==> config.mk <==
export PLATFORM = sky130hd
export DESIGN_NAME = mbs_sync_roles
export DESIGN_NICKNAME = d
export VERILOG_FILES = /design/src/rtl/mbs_pkg.sv /design/src/rtl/mbs_sync_roles.sv
export VERILOG_INCLUDE_DIRS = /design/src /design/src/rtl
export SDC_FILE = /design/constraint.sdc
export NUM_CORES = 1
export LEC_CHECK = 0
export BUFFER_PORTS_ARGS = -buffer_cell sky130_fd_sc_hd__buf_2
export CORE_ASPECT_RATIO = 0.7
export CORE_MARGIN = 2
export CORE_UTILIZATION = 40
export CTS_BUF_LIST = sky130_fd_sc_hd__clkbuf_4 sky130_fd_sc_hd__clkbuf_8 sky130_fd_sc_hd__clkbuf_16
export CTS_CLUSTER_DIAMETER = 50
export CTS_CLUSTER_SIZE = 8
export DETAILED_ROUTE_END_ITERATION = 8
export MAX_ROUTING_LAYER = met4
export SETUP_SLACK_MARGIN = 0.4
export SLEW_MARGIN = 40
export SYNTH_ARGS = -nofsm -noshare
export SYNTH_HDL_FRONTEND = slang
export SYNTH_SLANG_ARGS = --single-unit
==> constraint.sdc <==
create_clock -name CLK -period 4.85 [get_ports CLK]
set_input_delay 0 -clock CLK [delete_from_list [all_inputs] [get_ports CLK]]
set_output_delay 0 -clock CLK [all_outputs]
set_load 0.05 [all_outputs]
==> src/rtl/mbs_consts.svh <==
// register offsets, command codes, reset values and field positions for the sync role block
`ifndef MBS_CONSTS_SVH
`define MBS_CONSTS_SVH
`define MBS_OFF_CMD 20'h00000
`define MBS_OFF_PRIV 20'h30D68
`define MBS_OFF_STATUS 20'h00010
`define MBS_CMD_TRIG_MASTER 32'h00000065
`define MBS_CMD_TRIG_SLAVE 32'h0000006F
`define MBS_CMD_CLK_MASTER 32'h00000064
`define MBS_CMD_CLK_SLAVE 32'h0000006E
`define MBS_CMD_ARM_ALL 32'h00000082
`define MBS_CMD_GO 32'h0000000A
`define MBS_CMD_GO_BLOCKING 32'h0000000B
`define MBS_ST_TRIG_ROLE_LSB 0
`define MBS_ST_CLK_ROLE_LSB 2
`define MBS_ST_ARMED_BIT 4
`define MBS_ST_RUN_BIT 5
`define MBS_ST_BLOCKING_BIT 6
`define MBS_ST_PRIV_BIT 7
`define MBS_ST_OR_OK_BIT 8
`define MBS_RST_CMD 32'h00000000
`define MBS_RST_PRIV 1'b0
`endif

==> src/rtl/mbs_pkg.sv <==
// types shared by the sync role block
package mbs_pkg;
  typedef enum logic [1:0] {TRIG_NONE, TRIG_MASTER, TRIG_SLAVE} mbs_trig_role_t;
  typedef enum logic [1:0] {CLK_NONE, CLK_MASTER, CLK_SLAVE} mbs_clk_role_t;
  typedef struct packed {
    logic trig_out;
    logic trig_out_en;
    logic clk_out_en;
    logic arm_out;
    logic arm_out_en;
  } mbs_sync_drive_t;
  typedef struct packed {
    logic trig_in;
    logic arm_in;
  } mbs_sync_sense_t;
endpackage

==> src/rtl/mbs_sync_roles.sv <==
// sync role command interpreter with ahb-lite register slave
// Function
// code 101 makes board trigger master
// host assigns at least one trigger master
// hub ORs triggers of all masters
// no OR on cascade or old hub
// OR masters share one trigger mode
// OR needs hub board as master
// code 111 makes board trigger slave
// host gives every board a trigger role
// exclusion register selects local trigger only
// slave command precedes exclusion setting
// excluded boards may differ in mode
// code 100 makes board clock master
// host allows exactly one clock master
// code 110 makes board clock slave
// code 130 on master arms all
// start slaves first with 10 or 11
// then start all trigger masters
// hub board started last under OR
// roles hold; unknown codes ignored
//
// The AHB-Lite slave port was decided locally.
`include "mbs_consts.svh"
module mbs_sync_roles #(
  parameter int HUB_PORTS = 16
) (
  input wire logic CLK,
  input wire logic RST_B,
  input wire logic HSEL,
  input wire logic [31:0] HADDR,
  input wire logic [1:0] HTRANS,
  input wire logic HWRITE,
  input wire logic [2:0] HSIZE,
  input wire logic [31:0] HWDATA,
  input wire logic HREADY,
  output logic [31:0] HRDATA,
  output logic HREADYOUT,
  output logic HRESP,
  input wire logic LOCAL_TRIG,
  input wire logic HUB_PRESENT,
  input wire logic HUB_OR_CAPABLE,
  input wire logic [HUB_PORTS-1:0] HUB_TRIG_IN,
  output logic HUB_TRIG_OUT,
  input wire mbs_pkg::mbs_sync_sense_t SYNC_IN,
  output mbs_pkg::mbs_sync_drive_t SYNC_OUT,
  output logic USE_SYNC_CLK,
  output logic ACQ_START,
  input wire logic ACQ_DONE
);
  import mbs_pkg::*;

  // bus address phase capture
  logic wr_pend_ff, nxt_wr_pend;
  logic [19:0] addr_ff, nxt_addr;
  logic [31:0] rdata_ff, nxt_rdata;
  logic addr_ok;
  // role, arm and run state
  mbs_trig_role_t trig_role_ff, nxt_trig_role;
  mbs_clk_role_t clk_role_ff, nxt_clk_role;
  logic priv_ff, nxt_priv;
  logic armed_ff, nxt_armed;
  logic run_ff, nxt_run;
  logic blocking_ff, nxt_blocking;
  logic [31:0] cmd_ff, nxt_cmd;
  logic arm_pulse_ff, nxt_arm_pulse;
  // three-stage samplers for the shared sync pins, the hub ports and the local trigger pin
  logic [2:0] trig_sy_ff, arm_sy_ff, loc_sy_ff;
  logic [2:0] nxt_trig_sy, nxt_arm_sy, nxt_loc_sy;
  logic trig_lvl_ff, arm_lvl_ff, loc_lvl_ff;
  logic nxt_trig_lvl, nxt_arm_lvl, nxt_loc_lvl;
  logic [HUB_PORTS-1:0] hub_s1_ff, hub_s2_ff, nxt_hub_s1, nxt_hub_s2;
  logic [HUB_PORTS-1:0] hub_s3_ff, hub_lvl_ff, nxt_hub_s3, nxt_hub_lvl;
  logic hub_or_ok;
  logic trig_event;
  logic wr_cmd;

  function automatic logic known_addr(input logic [19:0] a);
    known_addr = (a == `MBS_OFF_CMD) || (a == `MBS_OFF_PRIV) || (a == `MBS_OFF_STATUS);
  endfunction

  assign addr_ok = known_addr(addr_ff);
  assign wr_cmd = wr_pend_ff && (addr_ff == `MBS_OFF_CMD);

  // address phase registers; slave answers with zero wait states
  always_comb begin
    nxt_wr_pend = 1'b0;
    nxt_addr = addr_ff;
    if (HSEL && HREADY && HTRANS[1]) begin
      nxt_wr_pend = HWRITE;
      nxt_addr = HADDR[19:0];
    end
  end

  // read data is built in the address phase so it stands registered in the data phase
  always_comb begin
    nxt_rdata = 32'h00000000;
    if (HSEL && HREADY && HTRANS[1] && !HWRITE) begin
      case (HADDR[19:0])
        `MBS_OFF_CMD: nxt_rdata = cmd_ff;
        `MBS_OFF_PRIV: nxt_rdata = {31'h00000000, priv_ff};
        `MBS_OFF_STATUS: begin
          nxt_rdata[`MBS_ST_TRIG_ROLE_LSB +: 2] = trig_role_ff;
          nxt_rdata[`MBS_ST_CLK_ROLE_LSB +: 2] = clk_role_ff;
          nxt_rdata[`MBS_ST_ARMED_BIT] = armed_ff;
          nxt_rdata[`MBS_ST_RUN_BIT] = run_ff;
          nxt_rdata[`MBS_ST_BLOCKING_BIT] = blocking_ff;
          nxt_rdata[`MBS_ST_PRIV_BIT] = priv_ff;
          nxt_rdata[`MBS_ST_OR_OK_BIT] = hub_or_ok;
        end
        default: nxt_rdata = 32'h00000000;
      endcase
    end
  end

  // pin samplers: a level changes once the second and third stage agree
  always_comb begin
    nxt_trig_sy = {trig_sy_ff[1:0], SYNC_IN.trig_in};
    nxt_arm_sy = {arm_sy_ff[1:0], SYNC_IN.arm_in};
    nxt_loc_sy = {loc_sy_ff[1:0], LOCAL_TRIG};
    nxt_trig_lvl = (trig_sy_ff[1] == trig_sy_ff[2]) ? trig_sy_ff[2] : trig_lvl_ff;
    nxt_arm_lvl = (arm_sy_ff[1] == arm_sy_ff[2]) ? arm_sy_ff[2] : arm_lvl_ff;
    nxt_loc_lvl = (loc_sy_ff[1] == loc_sy_ff[2]) ? loc_sy_ff[2] : loc_lvl_ff;
    nxt_hub_s1 = HUB_TRIG_IN;
    nxt_hub_s2 = hub_s1_ff;
    nxt_hub_s3 = hub_s2_ff;
    // per port: a cable glitch seen by one stage only never reaches the hub output
    nxt_hub_lvl = (hub_s2_ff & hub_s3_ff) | (hub_lvl_ff & (hub_s2_ff | hub_s3_ff));
  end

  // no OR on cascade or pre-V4 hubs
  assign hub_or_ok = HUB_PRESENT && HUB_OR_CAPABLE;
  // hub ORs master triggers; without OR only the first port is passed
  assign HUB_TRIG_OUT = hub_or_ok ? (|hub_lvl_ff) : hub_lvl_ff[0];

  // role and run decode from command writes
  always_comb begin
    nxt_trig_role = trig_role_ff;
    nxt_clk_role = clk_role_ff;
    nxt_priv = priv_ff;
    nxt_armed = armed_ff;
    nxt_run = run_ff;
    nxt_blocking = blocking_ff;
    nxt_cmd = cmd_ff;
    nxt_arm_pulse = 1'b0;
    // a finished acquisition drops run and the armed state
    if (run_ff && ACQ_DONE) begin
      nxt_run = 1'b0;
      nxt_blocking = 1'b0;
      nxt_armed = 1'b0;
    end
    // arm from the clock master's shared arm line
    if (clk_role_ff == CLK_SLAVE && arm_lvl_ff) begin
      nxt_armed = 1'b1;
    end
    if (wr_pend_ff && addr_ff == `MBS_OFF_PRIV) begin
      // exclusion bit stored
      nxt_priv = HWDATA[0];
    end
    if (wr_cmd) begin
      nxt_cmd = HWDATA;
      // unknown codes leave roles untouched
      case (HWDATA)
        // trigger master command
        `MBS_CMD_TRIG_MASTER: nxt_trig_role = TRIG_MASTER;
        // trigger slave command
        `MBS_CMD_TRIG_SLAVE: nxt_trig_role = TRIG_SLAVE;
        // clock master command
        `MBS_CMD_CLK_MASTER: nxt_clk_role = CLK_MASTER;
        // clock slave command
        `MBS_CMD_CLK_SLAVE: nxt_clk_role = CLK_SLAVE;
        `MBS_CMD_ARM_ALL: begin
          // arm only honoured on the clock master
          if (clk_role_ff == CLK_MASTER) begin
            nxt_armed = 1'b1;
            nxt_arm_pulse = 1'b1;
          end
        end
        `MBS_CMD_GO, `MBS_CMD_GO_BLOCKING: begin
          // start only once armed when the board has a clock role
          if (armed_ff || clk_role_ff == CLK_NONE) begin
            nxt_run = 1'b1;
            nxt_blocking = (HWDATA == `MBS_CMD_GO_BLOCKING);
          end
        end
        default: nxt_cmd = HWDATA;
      endcase
    end
  end

  // excluded boards use only their own trigger, still clock synced
  assign trig_event = run_ff && ((trig_role_ff == TRIG_SLAVE && !priv_ff) ?
                      trig_lvl_ff : loc_lvl_ff);
  assign ACQ_START = trig_event;

  // pin drives; enables high while this board drives the line
  always_comb begin
    SYNC_OUT = '0;
    // master drives its detected trigger onto the shared line
    SYNC_OUT.trig_out_en = (trig_role_ff == TRIG_MASTER);
    SYNC_OUT.trig_out = (trig_role_ff == TRIG_MASTER) && run_ff && loc_lvl_ff;
    // clock master supplies the common clock
    SYNC_OUT.clk_out_en = (clk_role_ff == CLK_MASTER);
    SYNC_OUT.arm_out_en = (clk_role_ff == CLK_MASTER);
    SYNC_OUT.arm_out = arm_pulse_ff;
  end
  // slaves run from the master's clock
  assign USE_SYNC_CLK = (clk_role_ff == CLK_SLAVE);

  assign HREADYOUT = 1'b1;
  assign HRESP = 1'b0;
  assign HRDATA = addr_ok ? rdata_ff : 32'h00000000;

  // state registers
  always_ff @(posedge CLK or negedge RST_B) begin
    if (!RST_B) begin
      wr_pend_ff <= 1'b0;
      addr_ff <= 20'h00000;
      rdata_ff <= 32'h00000000;
      trig_role_ff <= TRIG_NONE;
      clk_role_ff <= CLK_NONE;
      priv_ff <= `MBS_RST_PRIV;
      armed_ff <= 1'b0;
      run_ff <= 1'b0;
      blocking_ff <= 1'b0;
      cmd_ff <= `MBS_RST_CMD;
      arm_pulse_ff <= 1'b0;
      trig_sy_ff <= 3'h0;
      arm_sy_ff <= 3'h0;
      loc_sy_ff <= 3'h0;
      trig_lvl_ff <= 1'b0;
      arm_lvl_ff <= 1'b0;
      loc_lvl_ff <= 1'b0;
      hub_s1_ff <= '0;
      hub_s2_ff <= '0;
      hub_s3_ff <= '0;
      hub_lvl_ff <= '0;
    end else begin
      wr_pend_ff <= nxt_wr_pend;
      addr_ff <= nxt_addr;
      rdata_ff <= nxt_rdata;
      trig_role_ff <= nxt_trig_role;
      clk_role_ff <= nxt_clk_role;
      priv_ff <= nxt_priv;
      armed_ff <= nxt_armed;
      run_ff <= nxt_run;
      blocking_ff <= nxt_blocking;
      cmd_ff <= nxt_cmd;
      arm_pulse_ff <= nxt_arm_pulse;
      trig_sy_ff <= nxt_trig_sy;
      arm_sy_ff <= nxt_arm_sy;
      loc_sy_ff <= nxt_loc_sy;
      trig_lvl_ff <= nxt_trig_lvl;
      arm_lvl_ff <= nxt_arm_lvl;
      loc_lvl_ff <= nxt_loc_lvl;
      hub_s1_ff <= nxt_hub_s1;
      hub_s2_ff <= nxt_hub_s2;
      hub_s3_ff <= nxt_hub_s3;
      hub_lvl_ff <= nxt_hub_lvl;
    end
  end

  property p_trig_master;
    @(posedge CLK) disable iff (!RST_B)
      (wr_cmd && HWDATA == `MBS_CMD_TRIG_MASTER) |=> SYNC_OUT.trig_out_en;
  endproperty
  a_trig_master: assert property (p_trig_master) else $error("trigger master role not taken");

  property p_hub_or;
    @(posedge CLK) disable iff (!RST_B)
      (hub_or_ok && |hub_lvl_ff) |-> HUB_TRIG_OUT;
  endproperty
  a_hub_or: assert property (p_hub_or) else $error("hub trigger OR missing");

  property p_no_or;
    @(posedge CLK) disable iff (!RST_B)
      (!hub_or_ok && !hub_lvl_ff[0] && |hub_lvl_ff) |-> !HUB_TRIG_OUT;
  endproperty
  a_no_or: assert property (p_no_or) else $error("trigger OR used where unsupported");

  property p_trig_slave;
    @(posedge CLK) disable iff (!RST_B)
      (wr_cmd && HWDATA == `MBS_CMD_TRIG_SLAVE) |=> !SYNC_OUT.trig_out_en;
  endproperty
  a_trig_slave: assert property (p_trig_slave) else $error("trigger slave still drives line");

  property p_private;
    @(posedge CLK) disable iff (!RST_B)
      (priv_ff && run_ff && !loc_lvl_ff) |-> !ACQ_START;
  endproperty
  a_private: assert property (p_private) else $error("excluded board used shared trigger");

  property p_clk_master;
    @(posedge CLK) disable iff (!RST_B)
      (wr_cmd && HWDATA == `MBS_CMD_CLK_MASTER) |=> SYNC_OUT.clk_out_en && !USE_SYNC_CLK;
  endproperty
  a_clk_master: assert property (p_clk_master) else $error("clock master role not taken");

  property p_clk_slave;
    @(posedge CLK) disable iff (!RST_B)
      (wr_cmd && HWDATA == `MBS_CMD_CLK_SLAVE) |=> USE_SYNC_CLK && !SYNC_OUT.clk_out_en;
  endproperty
  a_clk_slave: assert property (p_clk_slave) else $error("clock slave role not taken");

  property p_arm;
    @(posedge CLK) disable iff (!RST_B)
      (wr_cmd && HWDATA == `MBS_CMD_ARM_ALL) |=>
      (SYNC_OUT.arm_out == $past(clk_role_ff == CLK_MASTER)) ##1 !SYNC_OUT.arm_out;
  endproperty
  a_arm: assert property (p_arm) else $error("arm pulse wrong");

  property p_hold;
    @(posedge CLK) disable iff (!RST_B)
      (!wr_cmd) |=> $stable(trig_role_ff) && $stable(clk_role_ff);
  endproperty
  a_hold: assert property (p_hold) else $error("role changed without command");
endmodule

==> qor.csv <==
metric;value;unit
grt_max_degree;72;
synth_area;6266;µm²
p_per_area;368.4;nW/µm²
start_util;0.4068;
final_nets;721;
grt_pass1_vias;4152;
p_switching;719.1;µW
fp.dieH;108.7;µm
crit_type;reg -> out;
tightest_slew;0.8340;ns
yosys.cell_types.count;48;
viasPerCell;4.739;
finalSetupViolCount;0;
route.detailed.drc;0;
required;4.85;ns
grt_pass1_wl;21.41;mm
hold_viol;0;
ys_seq_area_frac;0.6789;
gp_congestion;0.8325;
final_common_cell;dfrtp_1;
synth_edf_count;0;
crit_path_start;addr_ff[11];
synthCells;424;
ys.flop_type;dfrtp_1;
synthesis.nets;520;
seqPwrFrac;0.502;
p_int;2.379;mW
path_delay_family;simple AND/OR/NAND/NOR gates;
cts_resized;0;
ys_seq_elements;170;
dr_total_vias;3971;
ys_warn_count;0;
rr_startpoint;addr_ff[15];
path_max_fanout;32;
avgSynthCellArea;14.78;µm²
path_buf_inv;1;
core_area;15400;µm²
hp-class;in -> async;
rsz0062_at_grt;no;
slowest_stage;or4_4;
layout_common_cells;170 x dfrtp_1, 118 x buf_2, 75 x dlygate4sd3_1, 56 x and2_1, 49 x mux2_2;
r2r_end;cmd_ff[26];
n_antenna_cell;0;
cp.depth;6;
synthArstFlopShare;1.000;
cp_cell_sequence;nand4_1 -> or4_4 -> o21ai_1 -> and4_4 -> and2_1 -> buf_2;
antenna_found_initial;0;
setup.worst_path.start_class;flip-flop;
slew_headroom;0.4389;
insertion_delay;0.42;ns
numCtsBuffers;17;
r2r_slack;2.64;ns
endpoint_kind;output port;
placed_cell_area;7063;µm²
grt_usage;0.1709;
cts-root-buf;clkbuf_16;
fmax;0.4097;GHz
ant_nets;0;
ir_drop;0.2194;mV
p_comb_frac;0.075;
port_buffers;119;
fill_cells;1292;
status;finished clean;
clkPwrFrac;0.423;
cts-htree-levels;4;
clockBufferDepth;2;
design_area;8409;µm²
clkTransAtPathRegs;0.06;ns
die_x;153.6;µm
p_total;3.098;mW
post-cts-setup-buffers;0;
drt_iter0_drc;206;
critPathMaxStageDelay;0.50;ns
arrival;2.44;ns
die-area;16700;µm²
cap_violations;0;
endpoint;HRDATA[0];
cts_tree;done;
rr_worst_depth;5;
grt.overflow.total;0;
wl_per_cell;15.45;µm
fin_crit;2.441;ns
drive_above_1_share;0.3401;
dp_hpwl;8.665;mm
num_rows;38;
finalMaxSlewViolations;0;
io_pins;138;
leakagePower;4.007;nW
first_pass_iters;4;
wirelength;12.94;mm
finClkSkew;0.009254;ns
finalCritPeriodShare;0.5033;
tns;0;ns
p_sw_frac;0.2321;
syn2layout_area_growth;34.21;%
cts.sinks;170;
synth_stat cells, types with 2 or more instances:
cell | number | area, µm²
dfrtp_1 | 170 | 4254
mux2_2 | 49 | 551.8
clkbuf_1 | 4 | 15.01
nand3_1 | 5 | 25.02
o21ai_0 | 3 | 15.01
nand2_1 | 6 | 22.52
maj3_1 | 19 | 190.2
a21boi_0 | 2 | 15.01
conb_1 | 2 | 7.510
mux2_1 | 3 | 33.78
and4_1 | 2 | 17.52
buf_6 | 3 | 33.78
and2_1 | 56 | 350.3
nor3_1 | 4 | 20.02
and3_1 | 2 | 12.51
nor4b_1 | 2 | 17.52
a211o_1 | 3 | 26.28
a21oi_1 | 2 | 10.01
inv_1 | 3 | 11.26
nor4_4 | 3 | 63.81
nand4b_1 | 2 | 17.52
buf_4 | 7 | 52.55
mux2i_1 | 10 | 100.1
nor2b_1 | 6 | 37.54
nor2_1 | 16 | 60.06
nand4_1 | 6 | 37.54
nor4_1 | 13 | 81.33
logic make-up (layout without fill, tap and decap cells):
kind of cell | after synthesis | after routing | share of synthesized area
AND/OR/NAND/NOR | 136 | 136 | 0.1420
other | 2 | 2 | 0.001199
AO/OA/AOI/OAI | 17 | 17 | 0.01937
adder cells (fa/ha/maj) | 19 | 19 | 0.03035
flip-flops | 170 | 170 | 0.6789
multiplexers | 62 | 62 | 0.1094
buffers and inverters | 18 | 232 | 0.01877
layer usage:
metal	track usage	vias up	routed length, µm
li1	-	1880	-
met1	0.2265	1979	6256
met2	0.2629	99	6003
met3	0.04610	13	552
met4	0.04784	0	131
met5	-	-	0
power groups by stage:
stage	sequential, mW	combinational, mW	clock, mW
CTS	1.56	0.237	1.35
finish	1.56	0.233	1.31
detailed placement	1.58	0.190	0
global route	1.57	0.260	1.40
global placement	1.58	0.183	0
floorplan	1.57	0.101	0
flip-flops by register name (all words and copies together), names as in the netlist, 2 cells and up:
name	cells
hub_s3_ff	16
hub_s2_ff	16
trig_sy_ff	3
clk_role_ff	2
trig_role_ff	2
loc_sy_ff	3
cmd_ff	32
addr_ff	20
hub_s1_ff	16
arm_sy_ff	3
hub_lvl_ff	16
rdata_ff	32
stage by stage:
step / util / hold WS [ns] / setup WS (ns) / cells
6_report: 0.5459 / 0.04840 / 2.409 / 838
3_5_place_dp: 0.4585 / -0.08039 / 2.656 / 731
4_1_cts: 0.5449 / 0.03795 / 2.346 / 838
3_3_place_gp: 0.4565 / -0.08420 / 2.493 / 730
5_1_grt: 0.5459 / 0.07035 / 2.268 / 838
2_1_floorplan: - / -0.2956 / 3.025 / 424
repair_timing:
action | in CTS | in global routing
endpoints found under the setup margin | 0 | 0
endpoints found under the hold margin | 119 | 0
hold buffers | 75 | 0
worst register-to-register path, delay by kind of cell (launching register included):
family	cells	cell delay, ns
simple gates	3	1.10
flops	1	0.40
mux	1	0.36
buf+inv	1	0.23
worst min path at each step:
stage | start | depth (start not counted) | slack [ns] | end
after floorplan | RST_B | 0 | -0.30 | addr_ff[0]
after global placement | RST_B | 1 | -0.08 | hub_lvl_ff[14]
after CTS | RST_B | 2 | 0.04 | hub_lvl_ff[14]
final | RST_B | 2 | 0.05 | hub_s3_ff[8]
after detailed placement | RST_B | 1 | -0.08 | hub_lvl_ff[14]
after global routing | RST_B | 2 | 0.07 | hub_s2_ff[13]
cell type report:
cell class              count  area, µm²  share of cell area
clock buffers              21      467.9             0.05565
repair buffers            197       1403              0.1668
clock inverters            11      112.6             0.01339
well taps                 200      250.2             0.02976
inverters                   3      11.26            0.001339
flip-flops and latches    170       4254              0.5059
multi-input cells         236       1911              0.2272
Power figures use the tool's default switching activity.
